**src/inc/odl_pkg.sv**
```systemverilog
package odl_pkg;
	// ----------------------------------------
	// clocking and link timing
	// ----------------------------------------
	localparam int CLK_PERIOD_NS = 20;
	localparam int SCLK_HALF_NS = 80;
	localparam int SCLK_HALF_CYC = SCLK_HALF_NS / CLK_PERIOD_NS;
	localparam int SYNC_HIGH_NS = 15;
	localparam int SYNC_HIGH_CYC = (SYNC_HIGH_NS + CLK_PERIOD_NS - 1) / CLK_PERIOD_NS;
	localparam logic [2:0] HALF_CNT = 3'(SCLK_HALF_CYC - 1);
	localparam logic [2:0] GAP_CNT = 3'(SYNC_HIGH_CYC - 1);

	// ----------------------------------------
	// frame layout
	// ----------------------------------------
	localparam int FRAME_BITS = 16;
	localparam int CODE_W = 12;
	localparam int NUM_CH = 8;
	localparam logic [5:0] FRAME_EDGES = 6'h10;
	localparam logic [5:0] MARK_EDGE = 6'h0F;
	localparam logic [5:0] EDGE_MAX = 6'h3F;
	localparam logic [5:0] CHAIN2_EDGES = 6'h20;
	localparam logic [CODE_W-1:0] CODE_RST = 12'h000;

	localparam logic [3:0] CMD_REG_ONLY = 4'h8;
	localparam logic [3:0] CMD_WRITE_THROUGH = 4'h9;
	localparam logic [3:0] CMD_UPDATE_SEL = 4'hA;
	localparam logic [3:0] CMD_CHA_WRITE = 4'hB;
	localparam logic [3:0] CMD_BROADCAST = 4'hC;

	typedef enum logic {
		ODL_REG_ONLY = 1'b0,
		ODL_WRITE_THROUGH = 1'b1
	} odl_mode_t;

	// ----------------------------------------
	// controller registers
	// ----------------------------------------
	localparam int ADDR_W = 5;
	localparam logic [ADDR_W-1:0] REG_DATA = 5'h00;
	localparam logic [ADDR_W-1:0] REG_CTRL = 5'h04;
	localparam logic [ADDR_W-1:0] REG_STATUS = 5'h08;
	localparam logic [ADDR_W-1:0] REG_RX = 5'h0C;
	localparam int CTRL_START_BIT = 0;
	localparam int CTRL_CHAIN2_BIT = 1;
	localparam logic [31:0] DATA_RST = 32'h0000_0000;
	localparam logic [1:0] RESP_OKAY = 2'h0;
	localparam logic [1:0] RESP_SLVERR = 2'h2;

	typedef enum logic [2:0] {
		ODL_IDLE = 3'b000,
		ODL_LEAD = 3'b001,
		ODL_LOW = 3'b010,
		ODL_HIGH = 3'b011,
		ODL_GAP = 3'b100
	} odl_host_st_t;
endpackage : odl_pkg

```
**src/inc/odl_link_if.sv**
```systemverilog
`timescale 1ns/10ps
interface odl_link_if;
	logic sclk;
	logic sync_n;
	logic din;
	logic dout;
	modport host (output sclk, output sync_n, output din, input dout);
	modport dev (input sclk, input sync_n, input din, output dout);
endinterface : odl_link_if

```
**src/odl_sync.sv**
```systemverilog
`timescale 1ns/10ps
module odl_sync #(
	parameter int W = 1,
	parameter logic [W-1:0] RST = '0
) (
	input wire logic aclk,
	input wire logic aresetn,
	input wire logic [W-1:0] async_in,
	output logic [W-1:0] sync_out
);
	logic [W-1:0] meta_q;
	logic [W-1:0] stable_q;

	always_ff @(posedge aclk) begin
		if (!aresetn) begin
			meta_q <= RST;
			stable_q <= RST;
		end else begin
			meta_q <= async_in;
			stable_q <= meta_q;
		end
	end

	assign sync_out = stable_q;
endmodule : odl_sync

```
**src/odl_host_end.sv**
```systemverilog
// The implementer's own choices: the AXI4-Lite slave port and the register offsets.
`timescale 1ns/10ps
module odl_host_end import odl_pkg::*; (
	odl_link_if.host link,
	input wire logic aclk,
	input wire logic aresetn,
	input wire logic [ADDR_W-1:0] s_axi_awaddr,
	input wire logic s_axi_awvalid,
	output logic s_axi_awready,
	input wire logic [31:0] s_axi_wdata,
	input wire logic [3:0] s_axi_wstrb,
	input wire logic s_axi_wvalid,
	output logic s_axi_wready,
	output logic [1:0] s_axi_bresp,
	output logic s_axi_bvalid,
	input wire logic s_axi_bready,
	input wire logic [ADDR_W-1:0] s_axi_araddr,
	input wire logic s_axi_arvalid,
	output logic s_axi_arready,
	output logic [31:0] s_axi_rdata,
	output logic [1:0] s_axi_rresp,
	output logic s_axi_rvalid,
	input wire logic s_axi_rready
);
	typedef struct packed {
		logic [ADDR_W-1:0] awaddr;
		logic aw_got;
		logic [31:0] wdata;
		logic [3:0] wstrb;
		logic w_got;
		logic bvalid;
		logic [1:0] bresp;
		logic rvalid;
		logic [31:0] rdata;
		logic [1:0] rresp;
		logic [31:0] data;
		logic chain2;
		odl_host_st_t st;
		logic [2:0] tmr;
		logic [5:0] bits;
		logic sclk;
		logic sync_n;
		logic din;
		logic [31:0] shreg;
		logic [31:0] rx;
	} odl_host_state_t;

	odl_host_state_t q;
	odl_host_state_t d;
	logic s_dout;

	odl_sync #(
		.W(1),
		.RST(1'h0)
	) u_sync (
		.aclk(aclk),
		.aresetn(aresetn),
		.async_in(link.dout),
		.sync_out(s_dout)
	);

	assign s_axi_awready = ~q.aw_got & ~q.bvalid;
	assign s_axi_wready = ~q.w_got & ~q.bvalid;
	assign s_axi_arready = ~q.rvalid;

	// ----------------------------------------
	// bus slave and frame engine
	// ----------------------------------------
	always_comb begin
		d = q;
		if (s_axi_awvalid && s_axi_awready) begin
			d.awaddr = s_axi_awaddr;
			d.aw_got = 1'b1;
		end
		if (s_axi_wvalid && s_axi_wready) begin
			d.wdata = s_axi_wdata;
			d.wstrb = s_axi_wstrb;
			d.w_got = 1'b1;
		end
		if (q.bvalid && s_axi_bready) begin
			d.bvalid = 1'b0;
		end
		if (q.rvalid && s_axi_rready) begin
			d.rvalid = 1'b0;
		end

		if (d.aw_got && d.w_got && !q.bvalid) begin
			d.aw_got = 1'b0;
			d.w_got = 1'b0;
			d.bvalid = 1'b1;
			d.bresp = RESP_OKAY;
			case (d.awaddr)
				REG_DATA: begin
					for (int b = 0; b < 4; b++) begin
						if (d.wstrb[b]) begin
							d.data[8*b +: 8] = d.wdata[8*b +: 8];
						end
					end
				end
				REG_CTRL: begin
					// a start while a frame runs is dropped
					if (d.wstrb[0] && d.wdata[CTRL_START_BIT] && q.st == ODL_IDLE) begin
						d.chain2 = d.wdata[CTRL_CHAIN2_BIT];
						d.shreg = d.chain2 ? d.data : {d.data[15:0], 16'h0000};
						d.st = ODL_LEAD;
						d.sync_n = 1'b0;
						d.din = d.shreg[31];
						d.bits = 6'h00;
						d.tmr = HALF_CNT;
					end
				end
				REG_STATUS, REG_RX: begin
				end
				default: begin
					d.bresp = RESP_SLVERR;
				end
			endcase
		end

		if (s_axi_arvalid && s_axi_arready) begin
			d.rvalid = 1'b1;
			d.rresp = RESP_OKAY;
			case (s_axi_araddr)
				REG_DATA: d.rdata = q.data;
				REG_CTRL: d.rdata = {30'h0, q.chain2, 1'b0};
				REG_STATUS: d.rdata = {31'h0, q.st != ODL_IDLE};
				REG_RX: d.rdata = q.rx;
				default: begin
					d.rdata = 32'h0000_0000;
					d.rresp = RESP_SLVERR;
				end
			endcase
		end

		if (q.tmr != 3'h0) begin
			d.tmr = q.tmr - 3'h1;
		end else begin
			case (q.st)
				ODL_IDLE: begin
					// must not touch st or tmr: a start just taken from the bus set them
				end
				ODL_LEAD, ODL_HIGH: begin
					if (q.bits == (q.chain2 ? CHAIN2_EDGES : FRAME_EDGES)) begin
						// clock stays high: select rises before edge 17, or before edge 33 when chained
						d.sync_n = 1'b1;
						d.din = 1'b0;
						d.st = ODL_GAP;
						d.tmr = GAP_CNT;
					end else begin
						d.sclk = 1'b0;
						d.bits = q.bits + 6'h01;
						d.st = ODL_LOW;
						d.tmr = HALF_CNT;
					end
				end
				ODL_LOW: begin
					d.sclk = 1'b1;
					d.rx = {q.rx[30:0], s_dout};
					d.shreg = {q.shreg[30:0], 1'b0};
					d.din = q.shreg[30];
					d.st = ODL_HIGH;
					d.tmr = HALF_CNT;
				end
				ODL_GAP: begin
					d.st = ODL_IDLE;
				end
				default: begin
					d.st = ODL_IDLE;
				end
			endcase
		end
	end

	always_ff @(posedge aclk) begin
		if (!aresetn) begin
			q <= '0;
			q.data <= DATA_RST;
			q.st <= ODL_IDLE;
			q.sclk <= 1'b1;
			q.sync_n <= 1'b1;
		end else begin
			q <= d;
		end
	end

	assign s_axi_bresp = q.bresp;
	assign s_axi_bvalid = q.bvalid;
	assign s_axi_rdata = q.rdata;
	assign s_axi_rresp = q.rresp;
	assign s_axi_rvalid = q.rvalid;
	assign link.sclk = q.sclk;
	assign link.sync_n = q.sync_n;
	assign link.din = q.din;
endmodule : odl_host_end

```
**src/flat_wrapper.sv**
```systemverilog
// flat-port wrapper written by rule: the top's interface ports become plain ports
module odl_host_end_flat import odl_pkg::*;
  (aclk, aresetn, s_axi_awaddr, s_axi_awvalid, s_axi_awready, s_axi_wdata, s_axi_wstrb, s_axi_wvalid, s_axi_wready, s_axi_bresp, s_axi_bvalid, s_axi_bready, s_axi_araddr, s_axi_arvalid, s_axi_arready, s_axi_rdata, s_axi_rresp, s_axi_rvalid, s_axi_rready, link_sclk, link_sync_n, link_din, link_dout);
  odl_link_if link_i ();
  input wire logic aclk;
  input wire logic aresetn;
  input wire logic [ADDR_W-1:0] s_axi_awaddr;
  input wire logic s_axi_awvalid;
  output logic s_axi_awready;
  input wire logic [31:0] s_axi_wdata;
  input wire logic [3:0] s_axi_wstrb;
  input wire logic s_axi_wvalid;
  output logic s_axi_wready;
  output logic [1:0] s_axi_bresp;
  output logic s_axi_bvalid;
  input wire logic s_axi_bready;
  input wire logic [ADDR_W-1:0] s_axi_araddr;
  input wire logic s_axi_arvalid;
  output logic s_axi_arready;
  output logic [31:0] s_axi_rdata;
  output logic [1:0] s_axi_rresp;
  output logic s_axi_rvalid;
  input wire logic s_axi_rready;
  output wire logic [$bits(link_i.sclk)-1:0] link_sclk;
  output wire logic [$bits(link_i.sync_n)-1:0] link_sync_n;
  output wire logic [$bits(link_i.din)-1:0] link_din;
  input wire logic [$bits(link_i.dout)-1:0] link_dout;
  assign link_sclk = link_i.sclk;
  assign link_sync_n = link_i.sync_n;
  assign link_din = link_i.din;
  assign link_i.dout = link_dout;
  odl_host_end u_core (.link(link_i), .aclk(aclk), .aresetn(aresetn), .s_axi_awaddr(s_axi_awaddr), .s_axi_awvalid(s_axi_awvalid), .s_axi_awready(s_axi_awready), .s_axi_wdata(s_axi_wdata), .s_axi_wstrb(s_axi_wstrb), .s_axi_wvalid(s_axi_wvalid), .s_axi_wready(s_axi_wready), .s_axi_bresp(s_axi_bresp), .s_axi_bvalid(s_axi_bvalid), .s_axi_bready(s_axi_bready), .s_axi_araddr(s_axi_araddr), .s_axi_arvalid(s_axi_arvalid), .s_axi_arready(s_axi_arready), .s_axi_rdata(s_axi_rdata), .s_axi_rresp(s_axi_rresp), .s_axi_rvalid(s_axi_rvalid), .s_axi_rready(s_axi_rready));
endmodule
```
**config.mk**
```make
export PLATFORM = sky130hd
export DESIGN_NAME = odl_host_end_flat
export DESIGN_NICKNAME = d
export VERILOG_FILES = /design/src/inc/odl_pkg.sv /design/src/inc/odl_link_if.sv /design/src/odl_sync.sv /design/src/odl_host_end.sv /design/src/flat_wrapper.sv
export SDC_FILE = /design/constraint.sdc
export NUM_CORES = 1
export LEC_CHECK = 0
export BUFFER_PORTS_ARGS = -buffer_cell sky130_fd_sc_hd__buf_2
export CAP_MARGIN = 20
export CORE_ASPECT_RATIO = 1.1
export CORE_MARGIN = 5
export CORE_UTILIZATION = 47
export DETAILED_ROUTE_END_ITERATION = 16
export PLACE_DENSITY = 0.67
export SYNTH_ARGS = -nofsm -noshare
export SYNTH_HDL_FRONTEND = slang
export SYNTH_SLANG_ARGS = --single-unit
```
**constraint.sdc**
```tcl
create_clock -name aclk -period 2.7 [get_ports aclk]
set_clock_uncertainty 0.2 [all_clocks]
set_input_delay 0 -clock aclk [delete_from_list [all_inputs] [get_ports aclk]]
set_output_delay 0 -clock aclk [all_outputs]
set_load 0.01 [all_outputs]
```
Word level (Yosys, flattened, before mapping)
Cells that the tools add are included.

Bits of input ports: 54. Bits in registers: 195. Output and inout port bits: 44. Word-level logic and storage cells: 109.

Reduce and logical (&&, ||, !) cells: 33. Add/subtract/negate cells: 2. Bitwise gates (word level): 8. Muxes and demuxes: 30. Equal/unequal tests: 11.

Operators by type and width (number): $pmux 32 s4 (1); $mux 34 (3); $mux 73 (1); $mux 64 (1); $mux 37 (1); $mux 12 (3); $mux 35 (1); $mux 32 (1); $mux 6 (4); $reduce_and 3->1 (7); $eq 5x4->1 const B (4); $reduce_bool 4->1 (3); $eq 5x3->1 const B (2); $logic_not 5->1 (2); $logic_and 1x1->1 (9); $mux 3 (3); $pmux 3 s3 (1); $reduce_or 4->1 (2); $mux 7 (1); $add 6x1->6 const B (1); $eq 3x2->1 const B (2); $eq 6x6->1 (1); $mux 2 (3); $not 1->1 (6); other kinds (13) (21).

Longest topological paths before layout
Gate-level depths: netlist (run 1).

Depth in word-level cells: 12. Mapped depth: 9. Mapped depth without buffers: 7.

Cells and area by module
Synthesis (run 1) repeated with hierarchy kept, for this count alone.

Cells, all modules: 913. Area total of the unflattened synthesis: 8311.7 sq um.

By module, submodules not included: odl_host_end (area each 8259.2 sq um, times used 1, seq. area each 3803.6 sq um, cells each 909); odl_sync (area each 52.6 sq um, times used 1, seq. area each 40.0 sq um, cells each 4).

Worst setup path before layout (run 1)
No wires, ideal clock.

Path type: reg2reg. From: reg u_core.q (netlist bit u_core.s_axi_bvalid). To: reg u_core.q[88] (netlist bit). Library setup time: 0.121 ns. Buffers on the path: 3. Setup slack: 0.326 ns. Period minus slack after synthesis: 2.374 ns. Arrival time: 2.054 ns. Required time: 2.379 ns. Cell stages (with the launch flop): 9. Cells stage by stage: dfxtp_1 > nor3b_2 > buf_4 > mux2i_1 > or2_1 > buf_2 > buf_6 > nor3_4 > mux2_2.

Cells in the longest elaborated chain, start to end: 7. Elaborated cells on any way between the ends: 12. Classes of those cells: mux: 2; bitwise: 3; reduce/logical: 7.

Ends and longest elaborated chain: from (decl) (RTL line odl_host_end.sv:48) `odl_host_state_t q;`; branches (longest 7 deep; another with $mux 6).

Several ways; the timed one is not identified. A chain may end at the register's enable or synchronous reset.

Worst setup path after layout (run 1)
From: reg u_core.q (netlist bit u_core.s_axi_bvalid). To: reg u_core.q[93] (netlist bit).

The elaborated chain is that of the path after synthesis.

==> impl_results.md, run 1 <==
- Sequential Area: 3844 um2
- Clock Latency Late Sink: between 400 and 500 ps
- Fin. max-slew vios: 0
- Netlist cell types: 53
- Initial Util: 47.68%
- Slowest CP cell: nor3_4
- Fillers: about 1.5k
- Area leader, netlist: dfxtp_1
- Part of the Yosys area used for sequential elements: 47.38%
- Hold endpoint: u_core.s_axi_rdata[0]
- Drt pass-1 iters: 5
- Ports: 98
- Yosys reg bits: 192
- CTS tree: built
- Most frequent cells in the layout: 192 x dfxtp_1, 116 x nand2_1, 98 x nor2_1, 95 x buf_2, 59 x a21oi_1
- Routed Antenna Nets: 0
- Max FO, Critical Path: 8
- Yosys warns: 0
- Post-synthesis cell count: around 920
- Vias: between 6k and 7k
- Worst IR Drop VDD: between 400 and 500 uV
- Worst-margin pin slew: 652.9 ps
- WHS Path Cells: 5
- Slowest cell delay on critical path: 480 ps
- CP delay by family, top: simple AND/OR/NAND/NOR gates
- Final core occ: 57.06%
- CTS buffer count: 17
- Die Y-Extent: 147.8 um
- Global routing usage on met1: 26.16%
- GRT overflow: 0
- Reg2Reg Depth: 5
- Syn_area_per_cell: around 8.8 um2
- PortBufs: 95
- Worst Hold Launch: s_axi_arvalid
- Layout area overhead: 19.68%
- CP Data Arrival Time: 2580 ps
- R2r setup slk: ~240 ps
- DR DRC count: 0
- First-pass GRT wire length: approximately 33000 um
- Synth area leaders: dfxtp_1 47%, mux2i_1 5.4%, nand2_1 5.4%
- # rows: 50
- PwrDens: about 660 nW/um2
- Critical path type: register to register
- Pin count of the biggest net entering global routing: 71
- Cell Area, Synth: 8113 um2
- Period utilization: between 90% and 100%
- Wire length per cell: 16.00 um
- H-tree depth: 4
- CTS Root Cell: clkbuf_16
- Status: completed
- Met2 usage: 33.27%
- Max-cap violations: 0
- R2R Path End: u_core.q[93]
- Worst Setup End Kind: register
- Die area: 19990 um2
- CTS max path bufs: 2
- Die width: roughly 140 um
- Final setup violation count: 0
- GRT met3 Usage: 3.948%
- Most common cell after layout, fill and taps aside: dfxtp_1
- Ys async rst share: 0%
- CORE AREA: approximately 17000 um2
- Post-CTS Setup Repair Bufs: 0
- Worst EP required: 2820 ps
- Post-synth EDFFs: 0
- Primary FF master, synth: dfxtp_1
- GR peak layer: met2
- Leakage: 0.003801 uW
- Hold Vio Cnt, Final: 0
- Sink Count: around 190
- Max_slew headroom: a little under three fifths
- Critical path buffers and inverters: 0
- Reg clk slew, reported paths: 70 ps
- Post-synth top area share: 47.38%
- Reg2reg start: u_core.s_axi_bvalid
- HP Class: input port to register
- Max frequency: a little over 400 MHz
- TNS Setup: 0 ps
- GPL Wtd Cong: 0.8287
- Routed wire length: 20100 um
- Post-DP HPWL: 13070 um
- Post-layout min period: between 2000 and 2500 ps
- GRT Overall Usage: 20.20%
- Ant. Diodes: 0
- Layout cell share with drive strength beyond 1: 18.79%
- Initial antenna violation count: 0
- Vias in the first global route: 6415
- Initial DRC Count: 474
- Area of the multi-input gates: 3694 um2
- Startpoint Class: register
- Cell Chain, Critical Path: nor3b_2 -> mux2i_1 -> or2_1 -> nor3_4 -> mux2_2
- RSZ-0062 raised after global routing: no
- Nets: 1068
- Routed vias/inst: 5.381
==> kinds of logic after synthesis <==
kind of cell	share of synthesized area [%]
AND/OR/NAND/NOR	19.39
flip-flops	47.38
other	0.04622
XOR/XNOR	0.3239
buffers and inverters	7.341
multiplexers	9.392
AO/OA/AOI/OAI	15.52
adder cells (fa/ha/maj)	0.6169
==> power breakdown <==
group,switching [uW],internal [uW],total (uW),leakage (uW)
Combinational,542,401,942,0.00198
Clock,1100,1320,2420,0.000260
Sequential,79.7,2980,3060,0.00156
==> registers in the layout (all words and copies together), names as in the netlist <==
name,flops
u_core.q,151
u_core.s_axi_rdata,32
u_core.link.din,1
u_core.link.sclk,1
u_core.link.sync_n,1
u_core.s_axi_bresp,1
u_core.s_axi_bvalid,1
u_core.s_axi_rresp,1
u_core.s_axi_rvalid,1
u_core.u_sync.meta_q,1
u_core.u_sync.sync_out,1
==> how the worst max path moves through the flow <==
stage                              from            to  slack (ps)  cells after the start
floorplan           u_core.s_axi_bvalid  u_core.q[88]         330                      8
global placement    u_core.s_axi_bvalid  u_core.q[92]         280                      5
detailed placement  u_core.s_axi_bvalid  u_core.q[89]         220                      5
CTS                 u_core.s_axi_bvalid  u_core.q[91]         210                      5
global route        u_core.s_axi_bvalid  u_core.q[98]         110                      5
finish              u_core.s_axi_bvalid  u_core.q[93]         240                      5
==> per-layer routing <==
metal | share of wire, % | vias up
li1 | - | 3368
met1 | 44 | 3164
met2 | 49 | 189
met3 | 4.2 | 38
met4 | 3.0 | 0
met5 | 0 | -
==> final cells by class <==
type	instances	share of cell area, %
flip-flops and latches	192	39.59
repair buffers	176	13.22
inverters	8	0.3222
clock buffers	19	4.665
clock inverters	12	1.147
multi-input cells	615	38.04
well taps	234	3.015
==> worst register-to-register path: cells and delay by family (launching register included) <==
family | cells | cell delay, ps
AND/OR/NAND/NOR | 3 | 1210
multiplexers | 2 | 540
flip-flops | 1 | 390
==> synthesized netlist by cell type (all sizes together) (3+ instances only) <==
master / n
a2bb2oi: 3
nand2: 116
a21oi: 59
nor2b: 4
nor3b: 4
and2: 28
mux2: 27
nor2: 99
dfxtp: 192
ha: 4
mux2i: 45
o21ai: 61
nand4: 19
a31oi: 17
clkbuf: 56
inv: 7
a41o: 15
nor3: 37
buf: 52
a221oi: 30
nand3: 17
a211oi: 3
==> metrics by stage <==
| step | total power, uW | hold WS [ps] | worst slack, ps | area [um2] | std cells |
|---|---|---|---|---|---|
| after global placement | 3986 | -15.02 | 284.8 | 8594 | 1170 |
| after floorplan | 3763 | -101.0 | 325.5 | 8117 | 923 |
| after CTS | 6458 | 24.96 | 206.5 | 9709 | 1256 |
| after global routing | 6704 | 53.36 | 112.1 | 9709 | 1256 |
| after detailed placement | 4002 | -13.75 | 222.1 | 8594 | 1170 |
| final | 6419 | 40.58 | 238.1 | 9709 | 1256 |
==> timing repair <==
action                     CTS  global route
resized for setup            0             0
hold endpoints to repair    92             0
hold buffers                55             0
setup endpoints to repair    0             0
No activity file was read; power rests on OpenSTA's default activity.
==> run 2, diff against run 1 <==
--- a/config.mk
+++ b/config.mk
@@ -8,9 +8,9 @@
 export BUFFER_PORTS_ARGS = -buffer_cell sky130_fd_sc_hd__buf_2
 export CAP_MARGIN = 20
 export CORE_ASPECT_RATIO = 1.1
-export CORE_MARGIN = 5
 export CORE_UTILIZATION = 47
 export DETAILED_ROUTE_END_ITERATION = 16
+export HOLD_SLACK_MARGIN = 0.08
 export PLACE_DENSITY = 0.67
 export SYNTH_ARGS = -nofsm -noshare
 export SYNTH_HDL_FRONTEND = slang
==> impl_results.md, run 2 (synthesis results as in run 1) <==
- Worst-margin pin slew: approximately 650 ps
- Reg clk slew, reported paths: 70 ps
- Post-DP HPWL: ~13000 um
- Routed Antenna Nets: 0
- Max frequency: slightly above 400 MHz
- Hold Vio Cnt, Final: 0
- Wire length per cell: 15.47 um
- Startpoint Class: register
- Max_slew headroom: 56.72%
- Sink Count: 192
- PwrDens: 686.5 nW/um2
- R2R Path End: u_core.q[96]
- Most frequent cells in the layout: 192 x dfxtp_1, 116 x nand2_1, 98 x nor2_1, 95 x buf_2, 64 x dlygate4sd3_1
- Die area: 17790 um2
- Nets: 1078
- Worst Setup End Kind: register
- TNS Setup: 0 ps
- Leakage: 0.003898 uW
- Vias: 6833
- # rows: 50
- Reg2reg start: u_core.s_axi_bvalid
- Routed wire length: 19600 um
- Initial DRC Count: 489
- Clock Latency Late Sink: around 440 ps
- PortBufs: 95
- GRT Overall Usage: between 20% and 30%
- CORE AREA: about 17000 um2
- Critical path type: register to register
- Pin count of the biggest net entering global routing: 78
- CP Data Arrival Time: 2600 ps
- HP Class: input port to register
- Worst setup margin: 227.3 ps
- Hold endpoint: u_core.q[160]
- Ports: 98
- Largest Register: u_core.q
- GPL Wtd Cong: around 0.8
- RSZ-0062 raised after global routing: no
- Worst EP required: roughly 2800 ps
- Die Y-Extent: 139.8 um
- WHS Path Cells: 4
- Layout cell share with drive strength beyond 1: 18.78%
- Fin. max-slew vios: 0
- H-tree depth: 4
- R2r setup slk: around 230 ps
- Max FFs per register: 151
- Die width: 127.3 um
- CTS tree: built
- Routed vias/inst: approximately 5.4
- Period utilization: 91.58%
- Most common cell after layout, fill and taps aside: dfxtp_1
- Max-cap violations: 0
- Max FO, Critical Path: 8
- First-pass GRT wire length: 32320 um
- Final std cells w/o fill: 1267
- Layout area overhead: 22.15%
- Worst IR Drop VDD: 448.5 uV
- Final setup violation count: 0
- Post-layout min period: roughly 2500 ps
- Reg2Reg Depth: 5
- Worst Hold Launch: s_axi_wdata[5]
- Drt pass-1 iters: 6
- Status: completed
- Initial antenna violation count: 0
- Initial Util: a little under half
- Vias in the first global route: 6400
- CTS Root Cell: clkbuf_16
- Ant. Diodes: 0
- CTS max path bufs: 2
- Placement Setup Slack: 136.1 ps
- GRT overflow: 0
- Fillers: approximately 1.5k
- CTS buffer count: 17
- Placed Cells: 1170
- DR DRC count: 0
-- run 2: critical path, cell delays in order, from the launching register on --
cell     delay (ps)
dfxtp_1         400
nor3b_4         360
mux2i_1         160
or2_1           390
nor3_4          460
mux2_2          380
-- run 2: how the worst max path moves through the flow --
stage	to	from
finish	u_core.q[96]	u_core.s_axi_bvalid
global route	u_core.q[74]	u_core.s_axi_bvalid
CTS	u_core.q[91]	u_core.s_axi_bvalid
detailed placement	u_core.q[88]	u_core.s_axi_bvalid
global placement	u_core.q[89]	u_core.s_axi_bvalid
floorplan	u_core.q[88]	u_core.s_axi_bvalid
-- run 2: routing by layer --
metal / vias up / part of all wire [%] / track usage, %
met3: 31 / 4.1 / 4.614
met2: 181 / 49 / 37.79
met1: 3230 / 45 / 29.30
met4: 0 / 2.3 / 8.897
li1: 3391 / - / -
met5: - / 0 / 0
-- run 2: layout make-up --
cell class | instances | area, um2 | share of cell area [%]
inverter | 8 | 31.28 | 0.3157
sequential | 192 | 3844 | 38.79
clock buffer | 19 | 452.9 | 4.571
clock inverter | 13 | 207.7 | 2.096
multi-input combinational | 615 | 3700 | 37.34
tap | 234 | 292.8 | 2.955
timing repair buffer | 186 | 1381 | 13.94
-- run 2: repair_timing --
action / CTS / global route
buffers inserted: 0 / 1
hold buffers: 64 / 0
gates resized for setup: 0 / 1
hold endpoints to repair: 124 / 0
endpoints found under the setup margin: 0 / 30
-- run 2: power breakdown --
part	internal, uW	switching [uW]
clock	1700	1090
combinational	415	543
sequential	2980	80.6
total	5090	1710
-- run 2: through the flow --
stage	hold WS (ps)	power, uW	util (%)	cell area, um2
6_report	197.6	6803	58.45	9910
4_1_cts	189.1	6848	58.30	9883
5_1_grt	237.3	7079	58.45	9910
2_1_floorplan	-101.0	3763	-	8117
3_3_place_gp	-13.48	3986	50.62	8582
3_5_place_dp	-9.168	3998	50.62	8582
